$ cat src/rtl/stm_pkg.sv
// Package: register map, field layout and types of the standard timer
package stm_pkg;

    // Register byte addresses
    localparam logic [7:0] ctrl0_off = 8'h00;
    localparam logic [7:0] ctrl1_off = 8'h04;
    localparam logic [7:0] cnt_lo_off = 8'h08;
    localparam logic [7:0] cnt_hi_off = 8'h0C;
    localparam logic [7:0] cmpa_lo_off = 8'h10;
    localparam logic [7:0] cmpa_hi_off = 8'h14;
    localparam logic [7:0] period_off = 8'h18;
    localparam logic [7:0] status_off = 8'h1C;

    // Field positions
    localparam int enable_bit = 3;
    localparam int mode_hi_bit = 7;
    localparam int mode_lo_bit = 6;
    localparam int pin_func_hi_bit = 5;
    localparam int pin_func_lo_bit = 4;
    localparam int level_ctrl_bit = 3;
    localparam int invert_bit = 2;
    localparam int swap_bit = 1;
    localparam int clear_sel_bit = 0;
    localparam int flag_a_bit = 0;
    localparam int flag_p_bit = 1;

    // Reset values
    localparam logic [7:0] byte_reset = 8'h00;
    localparam logic [15:0] count_reset = 16'h0000;

    typedef enum logic [1:0] {
        mode_compare = 2'b00,
        mode_capture = 2'b01,
        mode_pwm = 2'b10,
        mode_timer = 2'b11
    } mode_e;

    // Pin function codes
    localparam logic [1:0] pin_nochange = 2'b00;
    localparam logic [1:0] pin_low = 2'b01;
    localparam logic [1:0] pin_high = 2'b10;
    localparam logic [1:0] pin_toggle = 2'b11;
    localparam logic [1:0] pwm_inactive = 2'b00;
    localparam logic [1:0] pwm_active = 2'b01;
    localparam logic [1:0] pwm_run = 2'b10;
    localparam logic [1:0] pwm_single = 2'b11;

    typedef struct packed {
        mode_e mode;
        logic [1:0] pin_func;
        logic output_level_control;
        logic output_invert;
        logic duty_period_swap;
        logic counter_clear_select;
    } ctrl1_s;

    typedef struct packed {
        logic compare_a_match_flag;
        logic period_match_flag;
    } match_s;

endpackage

$ cat src/rtl/stm_counter.sv
// Counter and both comparators of the standard timer
`timescale 1ns/10ps
module stm_counter #(
    parameter int width = 16
) (
    input wire logic hclk,
    input wire logic hresetn,
    input wire logic module_enable,
    input wire logic enable_rise,
    input wire logic clear_on_a,
    input wire logic [width-1:0] compare_a_value,
    input wire logic [7:0] period_compare,
    output logic [width-1:0] count,
    output logic match_a,
    output logic match_p
);
    import stm_pkg::*;

    logic [width-1:0] count_r;
    logic [width-1:0] count_nxt;
    logic ovf;

    // ==========================================================
    // Comparators
    always_comb
    begin
        match_a = module_enable && (count_r == compare_a_value);
        ovf = &count_r;
        if (period_compare == 8'h00)
        begin
            match_p = module_enable && ovf;
        end
        else
        begin
            // Match on the last count of the period, so the clear yields N*256 clocks
            match_p = module_enable && (count_r[width-1 -: 8] == (period_compare - 8'h01))
                && (&count_r[width-9:0]);
        end
    end

    // ==========================================================
    // Counter
    always_comb
    begin
        count_nxt = count_r;
        if (enable_rise)
        begin
            count_nxt = '0;
        end
        else if (module_enable)
        begin
            if ((clear_on_a && match_a) || (!clear_on_a && match_p))
            begin
                count_nxt = '0;
            end
            else
            begin
                count_nxt = count_r + 1'b1;
            end
        end
    end

    always_ff @(posedge hclk or negedge hresetn)
    begin
        if (!hresetn)
        begin
            count_r <= '0;
        end
        else
        begin
            count_r <= count_nxt;
        end
    end

    assign count = count_r;

endmodule // stm_counter

$ cat src/rtl/stm_top.sv
// Standard timer compare/output control with AHB-Lite registers
`timescale 1ns/10ps
module stm_top (
    input wire logic hclk,
    input wire logic hresetn,
    input wire logic hsel,
    input wire logic [31:0] haddr,
    input wire logic [1:0] htrans,
    input wire logic hwrite,
    input wire logic [2:0] hsize,
    input wire logic [31:0] hwdata,
    input wire logic hready,
    output logic [31:0] hrdata,
    output logic hreadyout,
    output logic hresp,
    output logic timer_output_pin,
    output logic timer_output_pin_n,
    output stm_pkg::match_s match_flags
);
    import stm_pkg::*;

    // ==========================================================
    // Bus address phase capture
    logic wr_pend_r;
    logic wr_pend_nxt;
    logic [7:0] addr_r;
    logic [7:0] addr_nxt;
    logic take;

    assign take = hsel && hready && htrans[1];

    always_comb
    begin
        wr_pend_nxt = take && hwrite;
        addr_nxt = take ? haddr[7:0] : addr_r;
    end

    always_ff @(posedge hclk or negedge hresetn)
    begin
        if (!hresetn)
        begin
            wr_pend_r <= 1'b0;
            addr_r <= 8'h00;
        end
        else
        begin
            wr_pend_r <= wr_pend_nxt;
            addr_r <= addr_nxt;
        end
    end

    assign hreadyout = 1'b1;
    assign hresp = 1'b0;

    // ==========================================================
    // Registers
    logic enable_r;
    logic enable_nxt;
    ctrl1_s ctrl_r;
    ctrl1_s ctrl_nxt;
    logic [15:0] cmpa_r;
    logic [15:0] cmpa_nxt;
    logic [7:0] period_r;
    logic [7:0] period_nxt;
    match_s flags_r;
    match_s flags_nxt;
    logic enable_d_r;
    logic enable_rise;
    logic [15:0] count;
    logic match_a;
    logic match_p;
    logic clear_on_a;
    logic flag_clr_a;
    logic flag_clr_p;

    always_comb
    begin
        enable_nxt = enable_r;
        ctrl_nxt = ctrl_r;
        cmpa_nxt = cmpa_r;
        period_nxt = period_r;
        flag_clr_a = 1'b0;
        flag_clr_p = 1'b0;
        if (wr_pend_r)
        begin
            case (addr_r)
                ctrl0_off: enable_nxt = hwdata[enable_bit];
                ctrl1_off: ctrl_nxt = ctrl1_s'(hwdata[7:0]);
                cmpa_lo_off: cmpa_nxt[7:0] = hwdata[7:0];
                cmpa_hi_off: cmpa_nxt[15:8] = hwdata[7:0];
                period_off: period_nxt = hwdata[7:0];
                status_off:
                begin
                    flag_clr_a = hwdata[flag_a_bit];
                    flag_clr_p = hwdata[flag_p_bit];
                end
                default: ;
            endcase
        end
    end

    always_ff @(posedge hclk or negedge hresetn)
    begin
        if (!hresetn)
        begin
            enable_r <= 1'b0;
            ctrl_r <= ctrl1_s'(byte_reset);
            cmpa_r <= count_reset;
            period_r <= byte_reset;
            enable_d_r <= 1'b0;
        end
        else
        begin
            enable_r <= enable_nxt;
            ctrl_r <= ctrl_nxt;
            cmpa_r <= cmpa_nxt;
            period_r <= period_nxt;
            enable_d_r <= enable_r;
        end
    end

    assign enable_rise = enable_r && !enable_d_r;

    // ==========================================================
    // Counter clear source
    always_comb
    begin
        case (ctrl_r.mode)
            mode_compare: clear_on_a = ctrl_r.counter_clear_select;
            mode_timer: clear_on_a = ctrl_r.counter_clear_select;
            mode_pwm: clear_on_a = ctrl_r.duty_period_swap;
            default: clear_on_a = 1'b0;
        endcase
    end

    stm_counter #(
        .width(16)
    ) u_counter (
        .hclk(hclk),
        .hresetn(hresetn),
        .module_enable(enable_r),
        .enable_rise(enable_rise),
        .clear_on_a(clear_on_a),
        .compare_a_value(cmpa_r),
        .period_compare(period_r),
        .count(count),
        .match_a(match_a),
        .match_p(match_p)
    );

    // ==========================================================
    // Match flags, set wins over clear
    always_comb
    begin
        flags_nxt = flags_r;
        if (flag_clr_a)
        begin
            flags_nxt.compare_a_match_flag = 1'b0;
        end
        if (flag_clr_p)
        begin
            flags_nxt.period_match_flag = 1'b0;
        end
        if (match_a && (cmpa_r != 16'h0000))
        begin
            flags_nxt.compare_a_match_flag = 1'b1;
        end
        if (match_p && !(clear_on_a && ctrl_r.mode != mode_pwm))
        begin
            flags_nxt.period_match_flag = 1'b1;
        end
    end

    always_ff @(posedge hclk or negedge hresetn)
    begin
        if (!hresetn)
        begin
            flags_r <= '0;
        end
        else
        begin
            flags_r <= flags_nxt;
        end
    end

    assign match_flags = flags_r;

    // ==========================================================
    // Output waveform
    logic raw_r;
    logic raw_nxt;
    logic duty_hit;
    logic pin_nxt;
    logic pin_r;

    always_comb
    begin
        // Duty reached when counter is at or above the duty threshold
        if (ctrl_r.duty_period_swap)
        begin
            duty_hit = (period_r == 8'h00) ? 1'b0 : (count[15:8] >= period_r);
        end
        else
        begin
            duty_hit = (count >= cmpa_r);
        end
        raw_nxt = raw_r;
        if (enable_rise)
        begin
            raw_nxt = ctrl_r.output_level_control;
        end
        else if (enable_r && ctrl_r.mode == mode_compare && match_a)
        begin
            case (ctrl_r.pin_func)
                pin_low: raw_nxt = 1'b0;
                pin_high: raw_nxt = 1'b1;
                pin_toggle: raw_nxt = !raw_r;
                default: raw_nxt = raw_r;
            endcase
        end
        else if (ctrl_r.mode == mode_pwm && ctrl_r.pin_func == pwm_single)
        begin
            if (!enable_r || match_a)
            begin
                raw_nxt = !ctrl_r.output_level_control;
            end
        end
        case (ctrl_r.mode)
            mode_compare: pin_nxt = raw_r ^ ctrl_r.output_invert;
            mode_pwm:
            begin
                case (ctrl_r.pin_func)
                    pwm_inactive: pin_nxt = !ctrl_r.output_level_control;
                    pwm_active: pin_nxt = ctrl_r.output_level_control;
                    pwm_run: pin_nxt = enable_r && !duty_hit ?
                        ctrl_r.output_level_control : !ctrl_r.output_level_control;
                    default: pin_nxt = raw_r;
                endcase
                pin_nxt = pin_nxt ^ ctrl_r.output_invert;
            end
            default: pin_nxt = 1'b0;
        endcase
    end

    always_ff @(posedge hclk or negedge hresetn)
    begin
        if (!hresetn)
        begin
            raw_r <= 1'b0;
            pin_r <= 1'b0;
        end
        else
        begin
            raw_r <= raw_nxt;
            pin_r <= pin_nxt;
        end
    end

    assign timer_output_pin = pin_r;
    assign timer_output_pin_n = !pin_r;

    // ==========================================================
    // Read data
    always_comb
    begin
        hrdata = 32'h0000_0000;
        case (addr_r)
            ctrl0_off: hrdata[enable_bit] = enable_r;
            ctrl1_off: hrdata[7:0] = ctrl_r;
            cnt_lo_off: hrdata[7:0] = count[7:0];
            cnt_hi_off: hrdata[7:0] = count[15:8];
            cmpa_lo_off: hrdata[7:0] = cmpa_r[7:0];
            cmpa_hi_off: hrdata[7:0] = cmpa_r[15:8];
            period_off: hrdata[7:0] = period_r;
            status_off: hrdata[1:0] = {flags_r.period_match_flag, flags_r.compare_a_match_flag};
            default: hrdata = 32'h0000_0000;
        endcase
    end

endmodule // stm_top

$ cat config.mk
export PLATFORM = sky130hd
export DESIGN_NAME = stm_top
export DESIGN_NICKNAME = d
export VERILOG_FILES = /design/src/rtl/stm_pkg.sv /design/src/rtl/stm_counter.sv /design/src/rtl/stm_top.sv
export SDC_FILE = /design/constraint.sdc
export NUM_CORES = 1
export LEC_CHECK = 0
export BUFFER_PORTS_ARGS = -buffer_cell sky130_fd_sc_hd__buf_2
export CAP_MARGIN = 30
export CORE_MARGIN = 8
export CORE_UTILIZATION = 51
export CTS_BUF_LIST = sky130_fd_sc_hd__clkbuf_8
export CTS_CLUSTER_DIAMETER = 60
export CTS_CLUSTER_SIZE = 16
export DETAILED_ROUTE_END_ITERATION = 8
export GPL_TIMING_DRIVEN = 0
export PLACE_DENSITY = 0.8
export REMOVE_ABC_BUFFERS = 1
export SYNTH_ARGS = -nofsm -noshare
export SYNTH_HDL_FRONTEND = slang
export SYNTH_HIERARCHICAL = 1
export SYNTH_SLANG_ARGS = --single-unit
$ cat constraint.sdc
create_clock -name hclk -period 2.4 [get_ports hclk]
set_input_delay 0 -clock hclk [delete_from_list [all_inputs] [get_ports hclk]]
set_output_delay 0 -clock hclk [all_outputs]
set_load 0.01 [all_outputs]
Word level (Yosys, flattened, before mapping)
Cells that the tools add are included.
Widths: inputs -> output; s select.
Storage, ports and cells
  latch bits: 0
  memories kept: 0
  RAM bits: 0
  output and inout port bits: 38
  memory bits (read-only): 0
  logic and storage cells: 114
  flip-flop bits (word level): 63
Operators by class
  reduce and logical (&&, ||, !) cells: 46
  multiply operators: 0
  magnitude comparators: 2
  divide/modulo/power cells: 0
  bitwise logic cells: 2
  eq/ne operators: 16
  shifts and indexed selects: 0
  $add $sub $neg: 2
  mux-type cells: 28
Operator list (count)
  $mux 16: 3
  $eq 8x5->1 const B: 4
  $pmux 4 s6: 1
  $logic_and 1x1->1: 17
  $mux 1: 17
  $add 16x1->16 const B: 1
  $eq 16x16->1: 1
  $eq 8x4->1 const B: 2
  $ge 16x16->1: 1
  $logic_not 8->1: 2
  $reduce_and 16->1: 1
  $reduce_bool 16->1: 1
  $pmux 2 s7: 1
  $reduce_and 2->1: 5
  $eq 2x2->1 const B: 4
  $eq 8x3->1 const B: 1
  $eq 8x8->1: 1
  $ge 8x8->1: 1
  $logic_not 1->1: 8
  $reduce_and 8->1: 1
  $sub 8x1->8 const B: 1
  $pmux 1 s7: 1
  $pmux 1 s3: 2
  $pmux 1 s6: 1
  11 further kinds: 18

Depth between registers and ports, before layout
  word-level depth: 10
  gate-level depth with buffers: 11
  gate-level depth less buffers: 10

Modules after synthesis
Netlist, hierarchy kept.
Modules (own cells, without submodules)
  stm_top: instances 1, cells each 309, area an instance 3194.3 um2, seq. area each 1176.1 um2
  stm_counter: instances 1, cells each 178, area an instance 1433.9 um2, seq. area each 400.4 um2

Worst setup path before layout
Ideal clock, no wire load.
  path type: register to register
  start: register u_counter.count_r[15], in the netlist u_counter/count[15]
  end: register pin_r, in the netlist timer_output_pin
  arrival: 2.281 ns
  path slack: 0.039 ns
  stages on the path, launching flop included: 9
  buffers on the path: 0
  required time: 2.321 ns
  path through: dfrtp_1 -> ha_1 -> nand2_1 -> nor4_1 -> or4b_1 -> a311oi_1 -> o21ai_0 -> o31ai_1 -> mux2i_1
On the way
  longest elaborated chain between the ends: 10
  elaborated cells between the ends (all ways): 11
  those cells by class: 2 x order compare; 6 x mux; 1 x bitwise; 2 x reduce/logical
RTL lines
  start, declared: RTL line stm_counter.sv:19  | logic [width-1:0] count_r;
  start signal, assigned: RTL line stm_counter.sv:71  | count_r <= count_nxt;
  $ge 8x8->1: RTL line stm_top.sv:201  | duty_hit = (period_r == 8'h00) ? 1'b0 : (count[15:8] >= period_r);
  $mux 1: RTL line stm_top.sv:201
  $mux 1 *: RTL line stm_top.sv:199  | if (ctrl_r.duty_period_swap)
  $logic_not 1->1 *: RTL line stm_top.sv:235  | pwm_run: pin_nxt = enable_r && !duty_hit ?
  $logic_and 1x1->1 *: RTL line stm_top.sv:235
  $mux 1 *: RTL line stm_top.sv:235
  $pmux 1 s3 *: RTL line stm_top.sv:232  | case (ctrl_r.pin_func)
  $mux 1 *: RTL line stm_top.sv:228  | case (ctrl_r.mode)
  $xor 1x1->1 *: RTL line stm_top.sv:239  | pin_nxt = pin_nxt ^ ctrl_r.output_invert;
  $pmux 1 s2 *: RTL line stm_top.sv:228
  named net pin_nxt: RTL line stm_top.sv:193  | logic pin_nxt;
  end signal, assigned: RTL line stm_top.sv:255  | pin_r <= pin_nxt;
  end, declared: RTL line stm_top.sv:194  | logic pin_r;
The timed path passes the listed nets; every way through them passes the cells marked *. The select of a mux whose other input is x is not followed.
A chain may end at the register's enable or synchronous reset.

Worst setup path in the final report
  start: register u_counter.count_r[14], in the netlist u_counter/count[14]
  end: register pin_r, in the netlist timer_output_pin
Same word-level chain as after synthesis.

==> flow_metrics.tcl <==
set metrics [dict create \
    finClkSkew_ns 0.0159 \
    cts.root.buffer_cell "clkbuf_8" \
    final_common_cell "dfrtp_1" \
    nets 673 \
    grt_max_degree 43 \
    synth.avg_cell_area_um2 9.50 \
    fin_crit_ns 2.40 \
    max_cap_viol_count 0 \
    start_kind "register" \
    worst-path-max-fanout 8 \
    hold_class "in -> reg" \
    io_buffers 33 \
    crit_type "reg -> reg" \
    setup_violations 0 \
    end_kind "register" \
    place_hpwl_mm 9.08 \
    cp.required_ns 2.66 \
    finalWirelength_mm 13.8 \
    p_leak_nw 2.60 \
    rows 34 \
    synth_top_family_by_area "simple AND/OR/NAND/NOR gates" \
    synth_seq_area_share_pct 34.1 \
    die_area_um2 12400 \
    place_congestion 0.953 \
    hold-worst-slack_ns 0.163 \
    status "finished, final reports clean" \
    synth_edf_count 0 \
    async_reset_ff_share_pct 100 \
    clock-sinks 63 \
    power_density_nw_per_um2 527 \
    antenna_found_initial 0 \
    die_w_um 111 \
    synth_compound_area_share_pct 13.2 \
    finalHoldViolCount 0 \
    wl_per_cell_um 20.3 \
    synth_top_area_share_pct 34.1 \
    initial_utilization_pct 52.8 \
    syn_inst 487 \
    fmax_mhz 417 \
    ys.flop_type "dfrtp_1" \
    arrival_ns 2.66 \
    synth_area_um2 4630 \
    clkLatencyLatePin_ns 0.35 \
    finish.utilization_pct 64.9 \
    core_um2 8760 \
    yosys.area_share.simple_pct 19.1 \
    dr_total_vias 4241 \
    ys_warn_count 6 \
    tightestPinTransition_ns 1.06 \
    slew_viol_final 0 \
    first_pass_iters 8 \
    grt_pass1_wl_mm 21.5 \
    period_share_pct 99.9 \
    grt_remaining_overflow 0 \
    synth_xor_area_share_pct 4.54 \
    syn_to_final_growth_pct 23.0 \
    synth_area_leader_cell "dfrtp_1" \
    drive_gt1_share_pct 34.0 \
    slew_headroom_pct 29.3 \
    first_iter_violations 577 \
    ys_ff_latch 63 \
    viasPerCell 6.22 \
    cts_buffers 9 \
    synth-adder-area-share_pct 8.11 \
    io_pins 112 \
    grt_pass1_vias 4115 \
    irDropWorstVdd_v 0.000389 \
    muxShareOfSynthArea_pct 11.5 \
    yosysUniqueCellTypes 63 \
    ant_nets 0 \
    cts_tree "done" \
    grt_usage_pct 21.2 \
    antenna_cells 0 \
    rsz0062_at_grt "yes" \
    clockBufferDepth 2 \
    layout_common_cells "42 x dfrtp_1, 41 x mux2_2, 38 x inv_1" \
    drc_errors 0 \
    clk_pin_slew_ns 0.09 \
    ys_top_cells_by_area "dfrtp_1 34%, mux2_2 10%, ha_1 8.1%" \
    htreeDepth 3 \
    die_h_um 111 \
]
kinds of logic (layout without fill, tap and decap cells):
group / after synthesis / after routing
buffers and inverters: 83 / 144
XOR/XNOR: 24 / 24
AND/OR/NAND/NOR: 147 / 147
other: 2 / 26
flip-flops: 63 / 63
multiplexers: 48 / 48
adder cells (fa/ha/maj): 30 / 30
AO/OA/AOI/OAI: 90 / 92
layout make-up:
cell class / count / area, um^2
Timing Repair Buffer: 88 / 666
Multi-Input combinational cell: 367 / 2940
Clock inverter: 7 / 72.6
Clock buffer: 9 / 124
Fill cell: 655 / 3070
Inverter: 40 / 150
Tap cell: 108 / 135
Sequential cell: 63 / 1600
routing by layer:
metal / global-route usage [%] / vias up / part of all wire (%)
met3: 5.84 / 46 / 12
li1: - / 1902 / -
met5: 0 / - / 0
met2: 32.7 / 286 / 47
met4: 8.89 / 0 / 2.6
met1: 27.3 / 2007 / 39
cell usage after synthesis, types with 2 or more instances:
cell type	count
or3_1	3
dfrtp_1	63
and4_1	2
nor4_1	11
a22oi_1	23
and4b_1	2
buf_1	2
a31oi_1	5
buf_2	2
conb_1	2
nor2b_1	4
xor2_1	19
nand2_1	22
nor2_1	20
a22o_1	3
a2111oi_0	2
clkbuf_1	10
nor3_1	6
nand2_2	3
and3_1	6
o22ai_1	5
nand2_4	3
nand3_1	31
nor3b_4	2
mux2i_1	7
o21ai_0	12
nand2b_1	2
o31ai_1	3
nand4_1	13
or4_4	2
and3b_1	3
a32o_1	2
mux2_2	41
ha_1	30
inv_1	40
xnor2_1	5
a21oi_1	17
o21ai_1	5
nand4b_1	2
a211oi_1	2
buf_6	2
buf_4	27
sequential cells by signal, summed over array words and instances, names as in the netlist:
| name | count |
|---|---|
| cmpa_r | 16 |
| u_counter/count | 16 |
| addr_r | 8 |
| ctrl_r | 8 |
| period_r | 8 |
| match_flags | 2 |
| enable_d_r | 1 |
| enable_r | 1 |
| raw_r | 1 |
| timer_output_pin | 1 |
| wr_pend_r | 1 |
critical path, stage by stage (launching register included):
cell,delay [ns]
dfrtp_2,0.50
ha_1,0.30
nand2_1,0.14
nor4_4,0.05
buf_4,0.13
buf_4,0.13
buf_4,0.13
a21oi_2,0.16
a311oi_4,0.13
buf_4,0.15
o31ai_1,0.26
mux2i_1,0.23
through the flow:
step | cells | setup TNS (ns) | area (um^2) | worst slack (ns) | power, mW
2_1_floorplan | 468 | 0 | 4440 | 0.0394 | 1.71
3_3_place_gp | 609 | -2.37 | 4740 | -0.527 | 1.88
3_5_place_dp | 610 | -3.12 | 4760 | -0.563 | 1.92
4_1_cts | 665 | -0.00540 | 5450 | -0.00540 | 2.91
5_1_grt | 682 | -0.557 | 5690 | -0.134 | 3.13
6_report | 682 | 0 | 5690 | 0.00273 | 3.00
power by group:
group | internal (mW) | total (mW) | switching, mW | leakage, nW
Sequential | 1.17 | 1.40 | 0.231 | 0.746
Combinational | 0.329 | 0.663 | 0.334 | 1.76
Clock | 0.481 | 0.936 | 0.455 | 0.0956
Total | 1.98 | 3.00 | 1.02 | 2.60
final timing paths:
| path | start | to | slack (ns) | depth (start not counted) |
|---|---|---|---|---|
| max | u_counter/count[14]$_DFFE_PN0P_ | timer_output_pin$_DFF_PN0_ | 0.003 | 11 |
| min | hready | wr_pend_r$_DFF_PN0_ | 0.16 | 3 |
| max reg2reg | u_counter/count[14]$_DFFE_PN0P_ | timer_output_pin$_DFF_PN0_ | 0.003 | 11 |
| min reg2reg | addr_r[1]$_DFFE_PN0P_ | addr_r[1]$_DFFE_PN0P_ | 0.52 | 1 |
| max in group asynchronous | hresetn | period_r[2]$_DFFE_PN0P_ | 1.58 | 3 |
| min in group asynchronous | hresetn | u_counter/count[0]$_DFFE_PN0P_ | 0.19 | 2 |
what timing repair did:
action / in CTS / in global routing
pin swaps: 9 / 12
gates cloned: 2 / 0
resized for setup: 38 / 26
hold endpoints to repair: 56 / 0
setup buffers: 19 / 17
hold buffers: 18 / 0
setup endpoints to repair: 24 / 25
(Power assumes the default switching activity.)
